[src/six_two_pwm_cfg.svh]
/*
 * Register map and field positions of the six plus two pulse modulator.
 * Assumes: included by bare name; contents are `define macros only.
 */
`ifndef SIX_TWO_PWM_CFG_SVH
`define SIX_TWO_PWM_CFG_SVH

// -----------------------------------------------------------------
// Register offsets
// -----------------------------------------------------------------
`define PWM_ADDR_W          4
`define PWM_OFS_DUTY_CH0    4'h0
`define PWM_OFS_DUTY_CH1    4'h1
`define PWM_OFS_PORT_DATA   4'h2
`define PWM_OFS_PORT_DIR    4'h3
`define PWM_OFS_STATUS      4'h4

// -----------------------------------------------------------------
// Reset values
// -----------------------------------------------------------------
`define PWM_DUTY_RST        8'h00
`define PWM_PORT_DATA_RST   2'h0
`define PWM_PORT_DIR_RST    2'h3

// -----------------------------------------------------------------
// Field positions and timing
// -----------------------------------------------------------------
`define PWM_BASE_MSB        7
`define PWM_BASE_LSB        2
`define PWM_EXT_MSB         1
`define PWM_EXT_LSB         0
`define PWM_SUB_CLKS        64
`define PWM_CYCLE_CLKS      256

`endif

[src/six_two_pwm_pkg.sv]
/*
 * Types shared by the modulator files.
 * Assumes: compiled before any module that names it.
 */
`default_nettype none

package six_two_pwm_pkg;

    // Duty value split into its two groups
    typedef struct packed {
        logic [5:0] base_high_count;  // Upper six bits
        logic [1:0] extension_count;  // Lower two bits
    } duty_split_t;

    // Register port request
    typedef struct packed {
        logic       wr;
        logic       rd;
        logic [3:0] addr;
        logic [7:0] wdata;
    } reg_req_t;

endpackage : six_two_pwm_pkg

`default_nettype wire

[src/six_two_pulse_modulator.sv]
/*
 * Six plus two pulse width modulator with one or two channels and a
 * small register port for duty values and pin control.
 * Assumes: strobes one cycle long, read data wanted the cycle after the
 * read strobe, all inputs synchronous to i_sys_clk.
 */
`include "six_two_pwm_cfg.svh"
`default_nettype none

module six_two_pulse_modulator #(
    parameter int unsigned CHANNELS = 2         // One or two outputs
) (
    input  wire logic       i_sys_clk,
    input  wire logic       i_sys_rst,
    input  wire logic [3:0] i_addr,      // Register index
    input  wire logic [7:0] i_wdata,     // Write data
    input  wire logic       i_wr,        // Write strobe
    input  wire logic       i_rd,        // Read strobe
    output logic      [7:0] o_rdata,     // Read data, one cycle later
    output logic      [1:0] o_pin_out,   // Pin drive level
    output logic      [1:0] o_pin_oe_n   // Low while the pin is driven
);

    // -----------------------------------------------------------------
    // Request bundle
    // -----------------------------------------------------------------
    six_two_pwm_pkg::reg_req_t req;      // Grouped bus request
    assign req = '{wr: i_wr, rd: i_rd, addr: i_addr, wdata: i_wdata};

    // Register address decode, used by both write and read paths
    function automatic logic hit(input logic [3:0] a, input logic [3:0] ofs);
        hit = (a == ofs);
    endfunction : hit

    // -----------------------------------------------------------------
    // Phase counter
    // -----------------------------------------------------------------
    // Free counter on the raw clock; wraps every 256 clocks
    logic [7:0] phase_ff;                // Position within cycle
    wire  logic [7:0] nxt_phase = phase_ff + 8'h01;
    // Last clock of a cycle: duty copies load here
    wire  logic cyc_start = (phase_ff == 8'hFF);

    always_ff @(posedge i_sys_clk) begin
        if (i_sys_rst) begin
            phase_ff <= 8'h00;
        end else begin
            phase_ff <= nxt_phase;
        end
    end

    // -----------------------------------------------------------------
    // Software registers
    // -----------------------------------------------------------------
    logic [7:0] duty_value_ch0_ff;       // Channel 0 duty
    logic [7:0] duty_value_ch1_ff;       // Channel 1 duty
    logic [1:0] port_data_ff;            // Pin on/off per channel
    logic [1:0] port_direction_register_ff; // One: input, zero: output

    wire logic wr_d0  = req.wr & hit(req.addr, `PWM_OFS_DUTY_CH0);
    wire logic wr_d1  = req.wr & hit(req.addr, `PWM_OFS_DUTY_CH1)
                        & (CHANNELS > 1);
    wire logic wr_pd  = req.wr & hit(req.addr, `PWM_OFS_PORT_DATA);
    wire logic wr_dir = req.wr & hit(req.addr, `PWM_OFS_PORT_DIR);

    // Writes accepted in any cycle; the channel resamples at cycle end
    always_ff @(posedge i_sys_clk) begin
        if (i_sys_rst) begin
            duty_value_ch0_ff <= `PWM_DUTY_RST;
            duty_value_ch1_ff <= `PWM_DUTY_RST;
        end else begin
            if (wr_d0) begin
                duty_value_ch0_ff <= req.wdata;
            end
            if (wr_d1) begin
                duty_value_ch1_ff <= req.wdata;
            end
        end
    end

    // Pin control registers
    always_ff @(posedge i_sys_clk) begin
        if (i_sys_rst) begin
            port_data_ff               <= `PWM_PORT_DATA_RST;
            port_direction_register_ff <= `PWM_PORT_DIR_RST;
        end else begin
            if (wr_pd) begin
                port_data_ff <= req.wdata[1:0];
            end
            if (wr_dir) begin
                port_direction_register_ff <= req.wdata[1:0];
            end
        end
    end

    // -----------------------------------------------------------------
    // Channels
    // -----------------------------------------------------------------
    wire logic [7:0] duty_arr [2];        // Per-channel duty sources
    assign duty_arr[0] = duty_value_ch0_ff;
    assign duty_arr[1] = duty_value_ch1_ff;

    six_two_pwm_pkg::duty_split_t active [2]; // Latched copies
    logic [1:0] wave;                         // Raw waveforms

    genvar g;
    generate
        for (g = 0; g < 2; g++) begin : g_ch
            if (g < CHANNELS) begin : g_on
                six_two_pwm_channel six_two_pwm_channel_inst (
                    .i_sys_clk   (i_sys_clk),
                    .i_sys_rst   (i_sys_rst),
                    .i_duty      (duty_arr[g]),
                    .i_cyc_start (cyc_start),
                    .i_phase     (phase_ff),
                    .o_active    (active[g]),
                    .o_wave      (wave[g])
                );
            end else begin : g_off
                // Absent channel stays quiet
                assign active[g] = '0;
                assign wave[g]   = 1'b0;
            end
        end
    endgenerate

    // -----------------------------------------------------------------
    // Pin stage
    // -----------------------------------------------------------------
    // Waveform is already registered; gate by port data bit. The gate adds
    // a flop so the pin lags the phase counter by two clocks.
    wire logic [1:0] nxt_pin_out = wave & port_data_ff;
    wire logic [1:0] nxt_pin_oe_n = port_direction_register_ff;

    always_ff @(posedge i_sys_clk) begin
        if (i_sys_rst) begin
            o_pin_out  <= 2'h0;
            o_pin_oe_n <= `PWM_PORT_DIR_RST;
        end else begin
            o_pin_out  <= nxt_pin_out;
            o_pin_oe_n <= nxt_pin_oe_n;
        end
    end

    // -----------------------------------------------------------------
    // Read path
    // -----------------------------------------------------------------
    // Status: active base of ch0 and the current sub-cycle index, phase_ff[7:6]
    wire logic [7:0] status_word = {active[0].base_high_count,
                                    phase_ff[7:6]};
    wire logic [7:0] nxt_rdata =
        !req.rd                                 ? 8'h00 :
        hit(req.addr, `PWM_OFS_DUTY_CH0)        ? duty_value_ch0_ff :
        hit(req.addr, `PWM_OFS_DUTY_CH1)        ? duty_value_ch1_ff :
        hit(req.addr, `PWM_OFS_PORT_DATA)       ? {6'h00, port_data_ff} :
        hit(req.addr, `PWM_OFS_PORT_DIR)        ? {6'h00, port_direction_register_ff} :
        hit(req.addr, `PWM_OFS_STATUS)          ? status_word :
                                                  8'h00;   // Unmapped reads zero

    always_ff @(posedge i_sys_clk) begin
        if (i_sys_rst) begin
            o_rdata <= 8'h00;
        end else begin
            o_rdata <= nxt_rdata;
        end
    end

endmodule : six_two_pulse_modulator

`default_nettype wire

[src/six_two_pwm_channel.sv]
/*
 * One modulator channel: keeps a latched duty copy and compares it to the
 * shared phase counter.
 * Assumes: phase counter shared by all channels, single clock.
 */
`include "six_two_pwm_cfg.svh"
`default_nettype none

module six_two_pwm_channel (
    input  wire logic                       i_sys_clk,
    input  wire logic                       i_sys_rst,
    input  wire logic [7:0]                 i_duty,     // Software copy
    input  wire logic                       i_cyc_start,// Last clock of cycle
    input  wire logic [7:0]                 i_phase,    // Position in cycle
    output var  six_two_pwm_pkg::duty_split_t o_active, // Latched copy
    output logic                            o_wave      // Raw waveform
);

    // -----------------------------------------------------------------
    // Decode
    // -----------------------------------------------------------------
    wire logic [1:0] sub_idx  = i_phase[7:6];   // Sub-cycle index
    wire logic [5:0] sub_pos  = i_phase[5:0];   // Clock within sub-cycle
    wire logic       extend   = (sub_idx < o_active.extension_count);
    // Seven bits so base 63 plus one reaches 64 (all high)
    wire logic [6:0] high_len = {1'b0, o_active.base_high_count}
                                + {6'h00, extend};
    wire logic       nxt_wave = ({1'b0, sub_pos} < high_len);

    // -----------------------------------------------------------------
    // Latch duty only at cycle boundary, never mid-cycle
    // -----------------------------------------------------------------
    always_ff @(posedge i_sys_clk) begin
        if (i_sys_rst) begin
            o_active <= `PWM_DUTY_RST;
        end else if (i_cyc_start) begin
            o_active <= i_duty;
        end
    end

    // Waveform registered
    always_ff @(posedge i_sys_clk) begin
        if (i_sys_rst) begin
            o_wave <= 1'b0;
        end else begin
            o_wave <= nxt_wave;
        end
    end

endmodule : six_two_pwm_channel

`default_nettype wire

[config.mk]
export PLATFORM = sky130hd
export DESIGN_NAME = six_two_pulse_modulator
export DESIGN_NICKNAME = d
export VERILOG_FILES = /design/src/six_two_pwm_pkg.sv /design/src/six_two_pulse_modulator.sv /design/src/six_two_pwm_channel.sv
export VERILOG_INCLUDE_DIRS = /design/src
export SDC_FILE = /design/constraint.sdc
export NUM_CORES = 1
export LEC_CHECK = 0
export ABC_CLOCK_PERIOD_IN_PS = 4100
export BUFFER_PORTS_ARGS = -buffer_cell sky130_fd_sc_hd__buf_4
export CAP_MARGIN = 15
export CORE_MARGIN = 4
export CORE_UTILIZATION = 50
export DETAILED_ROUTE_END_ITERATION = 8
export PLACE_DENSITY = 0.71
export RECOVER_POWER = 50
export SYNTH_ARGS = -nofsm -noshare
export SYNTH_HDL_FRONTEND = slang
export SYNTH_HIERARCHICAL = 1
export SYNTH_SLANG_ARGS = --single-unit
[constraint.sdc]
create_clock -name i_sys_clk -period 4.1 [get_ports i_sys_clk]
set_input_delay 0.615 -clock i_sys_clk [delete_from_list [all_inputs] [get_ports i_sys_clk]]
set_output_delay 0.615 -clock i_sys_clk [all_outputs]
set_load 0.005 [all_outputs]
# ---- Word level (Yosys, flattened, before mapping)
# Index checks and enable logic that the tools add are counted.
dict set report classes {
  n_addsub 3
  order_cmp 4
  n_eq_ne 5
  mux 5
  bitwise 6
  reduce_logical 2
}
# op count
set op_table {}
lappend op_table {{$mux 8} 5}
lappend op_table {{$add 6x1->7} 2}
lappend op_table {{$lt 6x7->1} 2}
lappend op_table {{$add 8x1->8 const B} 1}
lappend op_table {{$eq 4x2->1 const B} 2}
lappend op_table {{$eq 8x8->1 const B} 1}
lappend op_table {{$and 1x1->1} 4}
lappend op_table {{$eq 4x1->1 const B} 1}
lappend op_table {{$eq 4x3->1 const B} 1}
lappend op_table {{$logic_not 4->1} 1}
lappend op_table {{$lt 2x2->1} 2}
lappend op_table {{$and 2x2->2} 1}
lappend op_table {{$reduce_or 2->1} 1}
lappend op_table {{$not 1->1} 1}
dict set report word_totals {
  ff_bits 58
  input_bits 16
}

# ---- Depth between registers and ports, before layout
dict set report logic_depth {
  depth_word 6
  mapped_depth 11
  ltp_nobuf 11
}

# ---- Modules after synthesis
# Netlist, hierarchy kept.
# module instances cells_per_inst area_per_inst_um2 seq_area_each_um2
set modules_own_cells {}
lappend modules_own_cells {six_two_pulse_modulator 1 164 1562.7 800.8}
lappend modules_own_cells {six_two_pwm_channel 2 57 546.8 180.2}

# ---- Worst setup path before layout
# Ideal clock, no wire load.
dict set report synth_path {
  path_type {register to register}
  from {register phase_ff[7]}
  to {register g_ch[1].g_on.six_two_pwm_channel_inst.o_wave}
  setup_ns 0.075
  arrival_ns 2.140
  required_time_ns 4.025
  setup_slack_ns 1.886
  path_stages_with_launch 10
  n_path_buf 0
  synth_period_minus_slack_ns 2.214
  path_cell_list {dfxtp_1 -> ha_1 -> a21oi_1 -> ha_1 -> ha_1 -> nand3_1 -> xor2_1 -> ha_1 -> a2111o_1 -> o22ai_1}
}
dict set report synth_via {
  elab_chain_cells 3
}
# element line_no
set synth_lines {}
lappend synth_lines {{from (decl)} six_two_pulse_modulator.sv:39} ;# logic [7:0] phase_ff;
lappend synth_lines {{from (signal assigned)} six_two_pulse_modulator.sv:48} ;# phase_ff <= nxt_phase;
lappend synth_lines {{$lt 2x2->1} six_two_pwm_channel.sv:24} ;# wire logic extend = (sub_idx < o_active.extension_count);
lappend synth_lines {{$add 6x1->7} six_two_pwm_channel.sv:27} ;# + {6'h00, extend};
lappend synth_lines {{$lt 6x7->1} six_two_pwm_channel.sv:28} ;# wire logic nxt_wave = ({1'b0, sub_pos} < high_len);
lappend synth_lines {{to (signal assigned)} six_two_pwm_channel.sv:46} ;# o_wave <= nxt_wave;
lappend synth_lines {{to (decl)} six_two_pwm_channel.sv:16} ;# output logic o_wave
# Every way passes these cells.
# A chain may end at the register's enable or synchronous reset.

# ---- Final worst setup path
dict set report layout_path {
  from {input port i_sys_rst}
  to {register o_rdata[3]}
}
dict set report layout_via {
  elab_chain_cells 1
}
# element line_no
set layout_lines {}
lappend layout_lines {{from (decl)} six_two_pulse_modulator.sv:14} ;# input wire logic i_sys_rst,
lappend layout_lines {{$reduce_or 2->1 (no line)} -}
lappend layout_lines {{to (signal assigned)} six_two_pulse_modulator.sv:164} ;# o_rdata <= nxt_rdata;
lappend layout_lines {{to (decl)} six_two_pulse_modulator.sv:19} ;# output logic [7:0] o_rdata,
# Every way passes these cells.

==> run summary <==
* **type of the worst min-delay path** register to register
* **power density normalized to cell area** 378 nW/um^2
* **maximum root-to-sink buffer count** 2
* **maximum achievable frequency** 0.390 GHz
* **H-tree lvl count** 3
* **routed via count** 2086
* **share of power burned in combinational logic** 0.055
* **switching part of the total** 0.230
* **endpoint arrival time on the critical path** 2.78 ns
* **failing checks** capacitance limit, slew limit
* **worst hold start** g_ch[1].g_on.six_two_pwm_channel_inst/o_wave
* **DRC viols** 0
* **Syn-to-layout area delta** 15.7%
* **Gates resized, CTS repair** 0
* **TritonCTS clock tree** built
* **internal cell power** 895 uW
* **Worst R2R Setup Slack** 1.60 ns
* **Routability Congestion** 0.807
* **Clock Tree Root** sky130_fd_sc_hd__clkbuf_8
* **Die ar.** 6540 um^2
* **count of input and output buffers** 27
* **sum of negative setup slack** 0 ns
* **antenna-violating nets left** 0
* **Antenna diodes** 0
* **Slew Limit Headroom** -0.530
* **Die Y** 80.9 um
* **Detailed Route Iter0 Violations** 132
* **total standard cell area after synthesis** 2660 um^2
* **Final Routed Wirelength** 5610 um
* **Syn. warnings** 6
* **pin count of the biggest net entering global routing** 55
* **P_leak** 0.00130 uW
* **number of storage elements in the synthesis netlist** 58
* **part of the Yosys area used for sequential elements** 0.437
* **total net switching power** 267 uW
* **number of vias per cell** 5.49
* **post-synthesis average cell area** 9.56 um^2
* **sequential share of power** 0.498
* **global-route wire length before repair** 9400 um
* **count of cells along the worst register-to-register path** 9
* **post-synthesis cell count** 278
* **IO Count** 28
* **worst endpoint required time** 4.32 ns
* **setup repair after global routing missed its margin** no
* **area of the core region** 5140 um^2
* **worst setup skew after layout** 0.00694 ns
* **number of global-route vias before repair** 2017
* **status** finished with violations
* **number of iterations in the first detailed-routing pass** 4
* **gr usage total** 0.190
* **Layout Nets** 340
* **Skew-Pair Late Insertion Delay** 0.34 ns
* **Num CTS Buffers** 9
* **crit start category** input port
* **Post-Synthesis Net Count** 313
* **crit-path max FO** 54
* **post-layout min period** 2.56 ns
* **reg-to-reg critical path startpoint** phase_ff[7]
* **hold path depth** 2
* **VDD IR-drop max** 0.202 mV
* **max-slew violations** 55
* **worst hold endpoint** o_pin_out[1]
* **Congestion Overflow GR** 0
* **final setup vio count** 0
* **CP Class** input port to register
* **measured slew at the worst slew-check pin** 2.29 ns
* **Post-DP HPWL** 3970 um
* **effective utilization at floorplan** 0.517
* **number of antenna violations at the first check in global routing** 0
* **die boundary width** 80.9 um
* **crit path capture type** register
* **setup bufs post-CTS** 0
* **Tcrit/Tclk final** 0.625
* **reported max-cap violation count** 1
* **distinct cell type count of the synthesized netlist** 34
* **Clk pwr share** 0.446
* **count of hold buffers inserted by post-cts repair** 0
* **fraction of layout cells with a size suffix above 1** 0.148
* **endpoint of the worst register-to-register path** g_ch[1].g_on.six_two_pwm_channel_inst/o_wave
* **worst hold slack after final layout** 0.432 ns
* **routed length per placed instance** 14.8 um
* **clock sink total** 58
* **row count** 26
* **Clock Pin Slew Worst Setup and Hold Paths** 0.06 ns
* **final hold vios** 0
[logic make-up (layout without fill, tap and decap cells)]
| kind of cell | count (synthesis) | count (layout) | share of synthesized area |
|---|---|---|---|
| AO/OA/AOI/OAI | 35 | 35 | 0.0853 |
| XOR/XNOR | 12 | 12 | 0.0396 |
| adder cells (fa/ha/maj) | 19 | 19 | 0.0895 |
| buffers and inverters | 19 | 51 | 0.0358 |
| flip-flops | 58 | 58 | 0.437 |
| multiplexers | 37 | 37 | 0.140 |
| AND/OR/NAND/NOR | 98 | 98 | 0.172 |
[per-stage QoR]
| step | setup slack (ns) | util | cells | area [um^2] | power (uW) |
|---|---|---|---|---|---|
| floorplan | 1.89 | - | 278 | 2660 | 630 |
| detailed placement | 1.64 | 0.561 | 364 | 2890 | 655 |
| global route | 1.35 | 0.598 | 380 | 3070 | 1210 |
| CTS | 1.62 | 0.599 | 380 | 3080 | 1170 |
| finish | 1.54 | 0.598 | 380 | 3070 | 1160 |
| global placement | 1.73 | 0.561 | 364 | 2890 | 654 |
[cell usage after synthesis]
cell type	count	area share
sky130_fd_sc_hd__a2111o_1	2	0.0085
sky130_fd_sc_hd__a21oi_1	16	0.030
sky130_fd_sc_hd__a31oi_1	2	0.0047
sky130_fd_sc_hd__a32oi_1	2	0.0066
sky130_fd_sc_hd__and3_1	3	0.0071
sky130_fd_sc_hd__and4b_1	1	0.0038
sky130_fd_sc_hd__buf_2	4	0.0075
sky130_fd_sc_hd__buf_4	1	0.0028
sky130_fd_sc_hd__buf_6	2	0.0085
sky130_fd_sc_hd__clkbuf_1	5	0.0071
sky130_fd_sc_hd__dfxtp_1	58	0.44
sky130_fd_sc_hd__ha_1	19	0.089
sky130_fd_sc_hd__inv_1	7	0.0099
sky130_fd_sc_hd__mux2_2	2	0.0085
sky130_fd_sc_hd__mux2i_1	35	0.13
sky130_fd_sc_hd__nand2_1	12	0.017
sky130_fd_sc_hd__nand2b_1	5	0.012
sky130_fd_sc_hd__nand3_1	12	0.023
sky130_fd_sc_hd__nand3_2	1	0.0038
sky130_fd_sc_hd__nand4_1	1	0.0024
sky130_fd_sc_hd__nand4b_1	2	0.0066
sky130_fd_sc_hd__nor2_1	50	0.071
sky130_fd_sc_hd__nor2_2	1	0.0024
sky130_fd_sc_hd__nor2b_1	4	0.0094
sky130_fd_sc_hd__nor3_1	2	0.0038
sky130_fd_sc_hd__nor3_2	1	0.0038
sky130_fd_sc_hd__o21ai_0	4	0.0075
sky130_fd_sc_hd__o221ai_1	5	0.016
sky130_fd_sc_hd__o22ai_1	2	0.0047
sky130_fd_sc_hd__o2bb2ai_1	2	0.0066
sky130_fd_sc_hd__or3_1	2	0.0047
sky130_fd_sc_hd__or4_1	1	0.0028
sky130_fd_sc_hd__xnor2_1	3	0.0099
sky130_fd_sc_hd__xor2_1	9	0.030
[metal layers]
| metal | global-route usage | wire [um] | up-vias |
|---|---|---|---|
| li1 | - | - | 1028 |
| met1 | 0.241 | 2510 | 1010 |
| met2 | 0.306 | 2760 | 44 |
| met3 | 0.0632 | 312 | 4 |
| met4 | 0.0541 | 26 | 0 |
| met5 | 0 | 0 | - |
[worst max path at each step]
stage | cells after the start | endpoint | slack [ns] | start
floorplan | 9 | g_ch[1].g_on.six_two_pwm_channel_inst/o_wave | 1.89 | phase_ff[7]
global placement | 9 | g_ch[1].g_on.six_two_pwm_channel_inst/o_wave | 1.73 | phase_ff[7]
detailed placement | 9 | g_ch[1].g_on.six_two_pwm_channel_inst/o_wave | 1.64 | phase_ff[7]
CTS | 9 | g_ch[1].g_on.six_two_pwm_channel_inst/o_wave | 1.62 | phase_ff[7]
global route | 5 | o_rdata[3] | 1.35 | i_sys_rst
finish | 5 | o_rdata[3] | 1.54 | i_sys_rst
[sequential cells by signal, indices dropped and copies added (netlist names)]
register / count
g_ch.g_on.six_two_pwm_channel_inst/o_active: 16
duty_value_ch0_ff: 8
duty_value_ch1_ff: 8
o_rdata: 8
phase_ff: 8
g_ch.g_on.six_two_pwm_channel_inst/o_wave: 2
nxt_pin_oe_n: 2
o_pin_oe_n: 2
o_pin_out: 2
port_data_ff: 2
[cell type report]
cell class                 instances  area [um^2]
clock buffer                      11          141
clock inverter                     5         53.8
fill                             481         2070
inverter                           7         26.3
multi-input combinational        201         1400
sequential                        58         1160
tap                               70         87.6
timing repair buffer              28          203
[worst max-delay path, cell delays in order]
cell	delay (ns)
sky130_fd_sc_hd__clkbuf_1	1.59
sky130_fd_sc_hd__nand2b_1	0.30
sky130_fd_sc_hd__nor3_2	0.09
sky130_fd_sc_hd__o221ai_1	0.08
sky130_fd_sc_hd__a21oi_1	0.07
[power by group through the flow]
| stage | clock network (uW) | registers (uW) | logic (uW) |
|---|---|---|---|
| floorplan | 0 | 589 | 41.2 |
| global placement | 0 | 591 | 63.1 |
| detailed placement | 0 | 591 | 64.2 |
| CTS | 528 | 578 | 65.1 |
| global route | 561 | 579 | 71.6 |
| finish | 518 | 579 | 64.4 |
[placed cells by master (no fill, tap or decap), drive strengths merged, types with 5 or more instances in the layout]
| master | instances |
|---|---|
| xor2 | 9 |
| dfxtp | 58 |
| clkbuf | 24 |
| a21oi | 16 |
| buf | 15 |
| nand3 | 13 |
| mux2i | 35 |
| nand2 | 12 |
| nor2 | 51 |
| nand2b | 5 |
| ha | 19 |
| o221ai | 5 |
| inv | 7 |
Note: power is estimated with default switching activity, not from simulation.
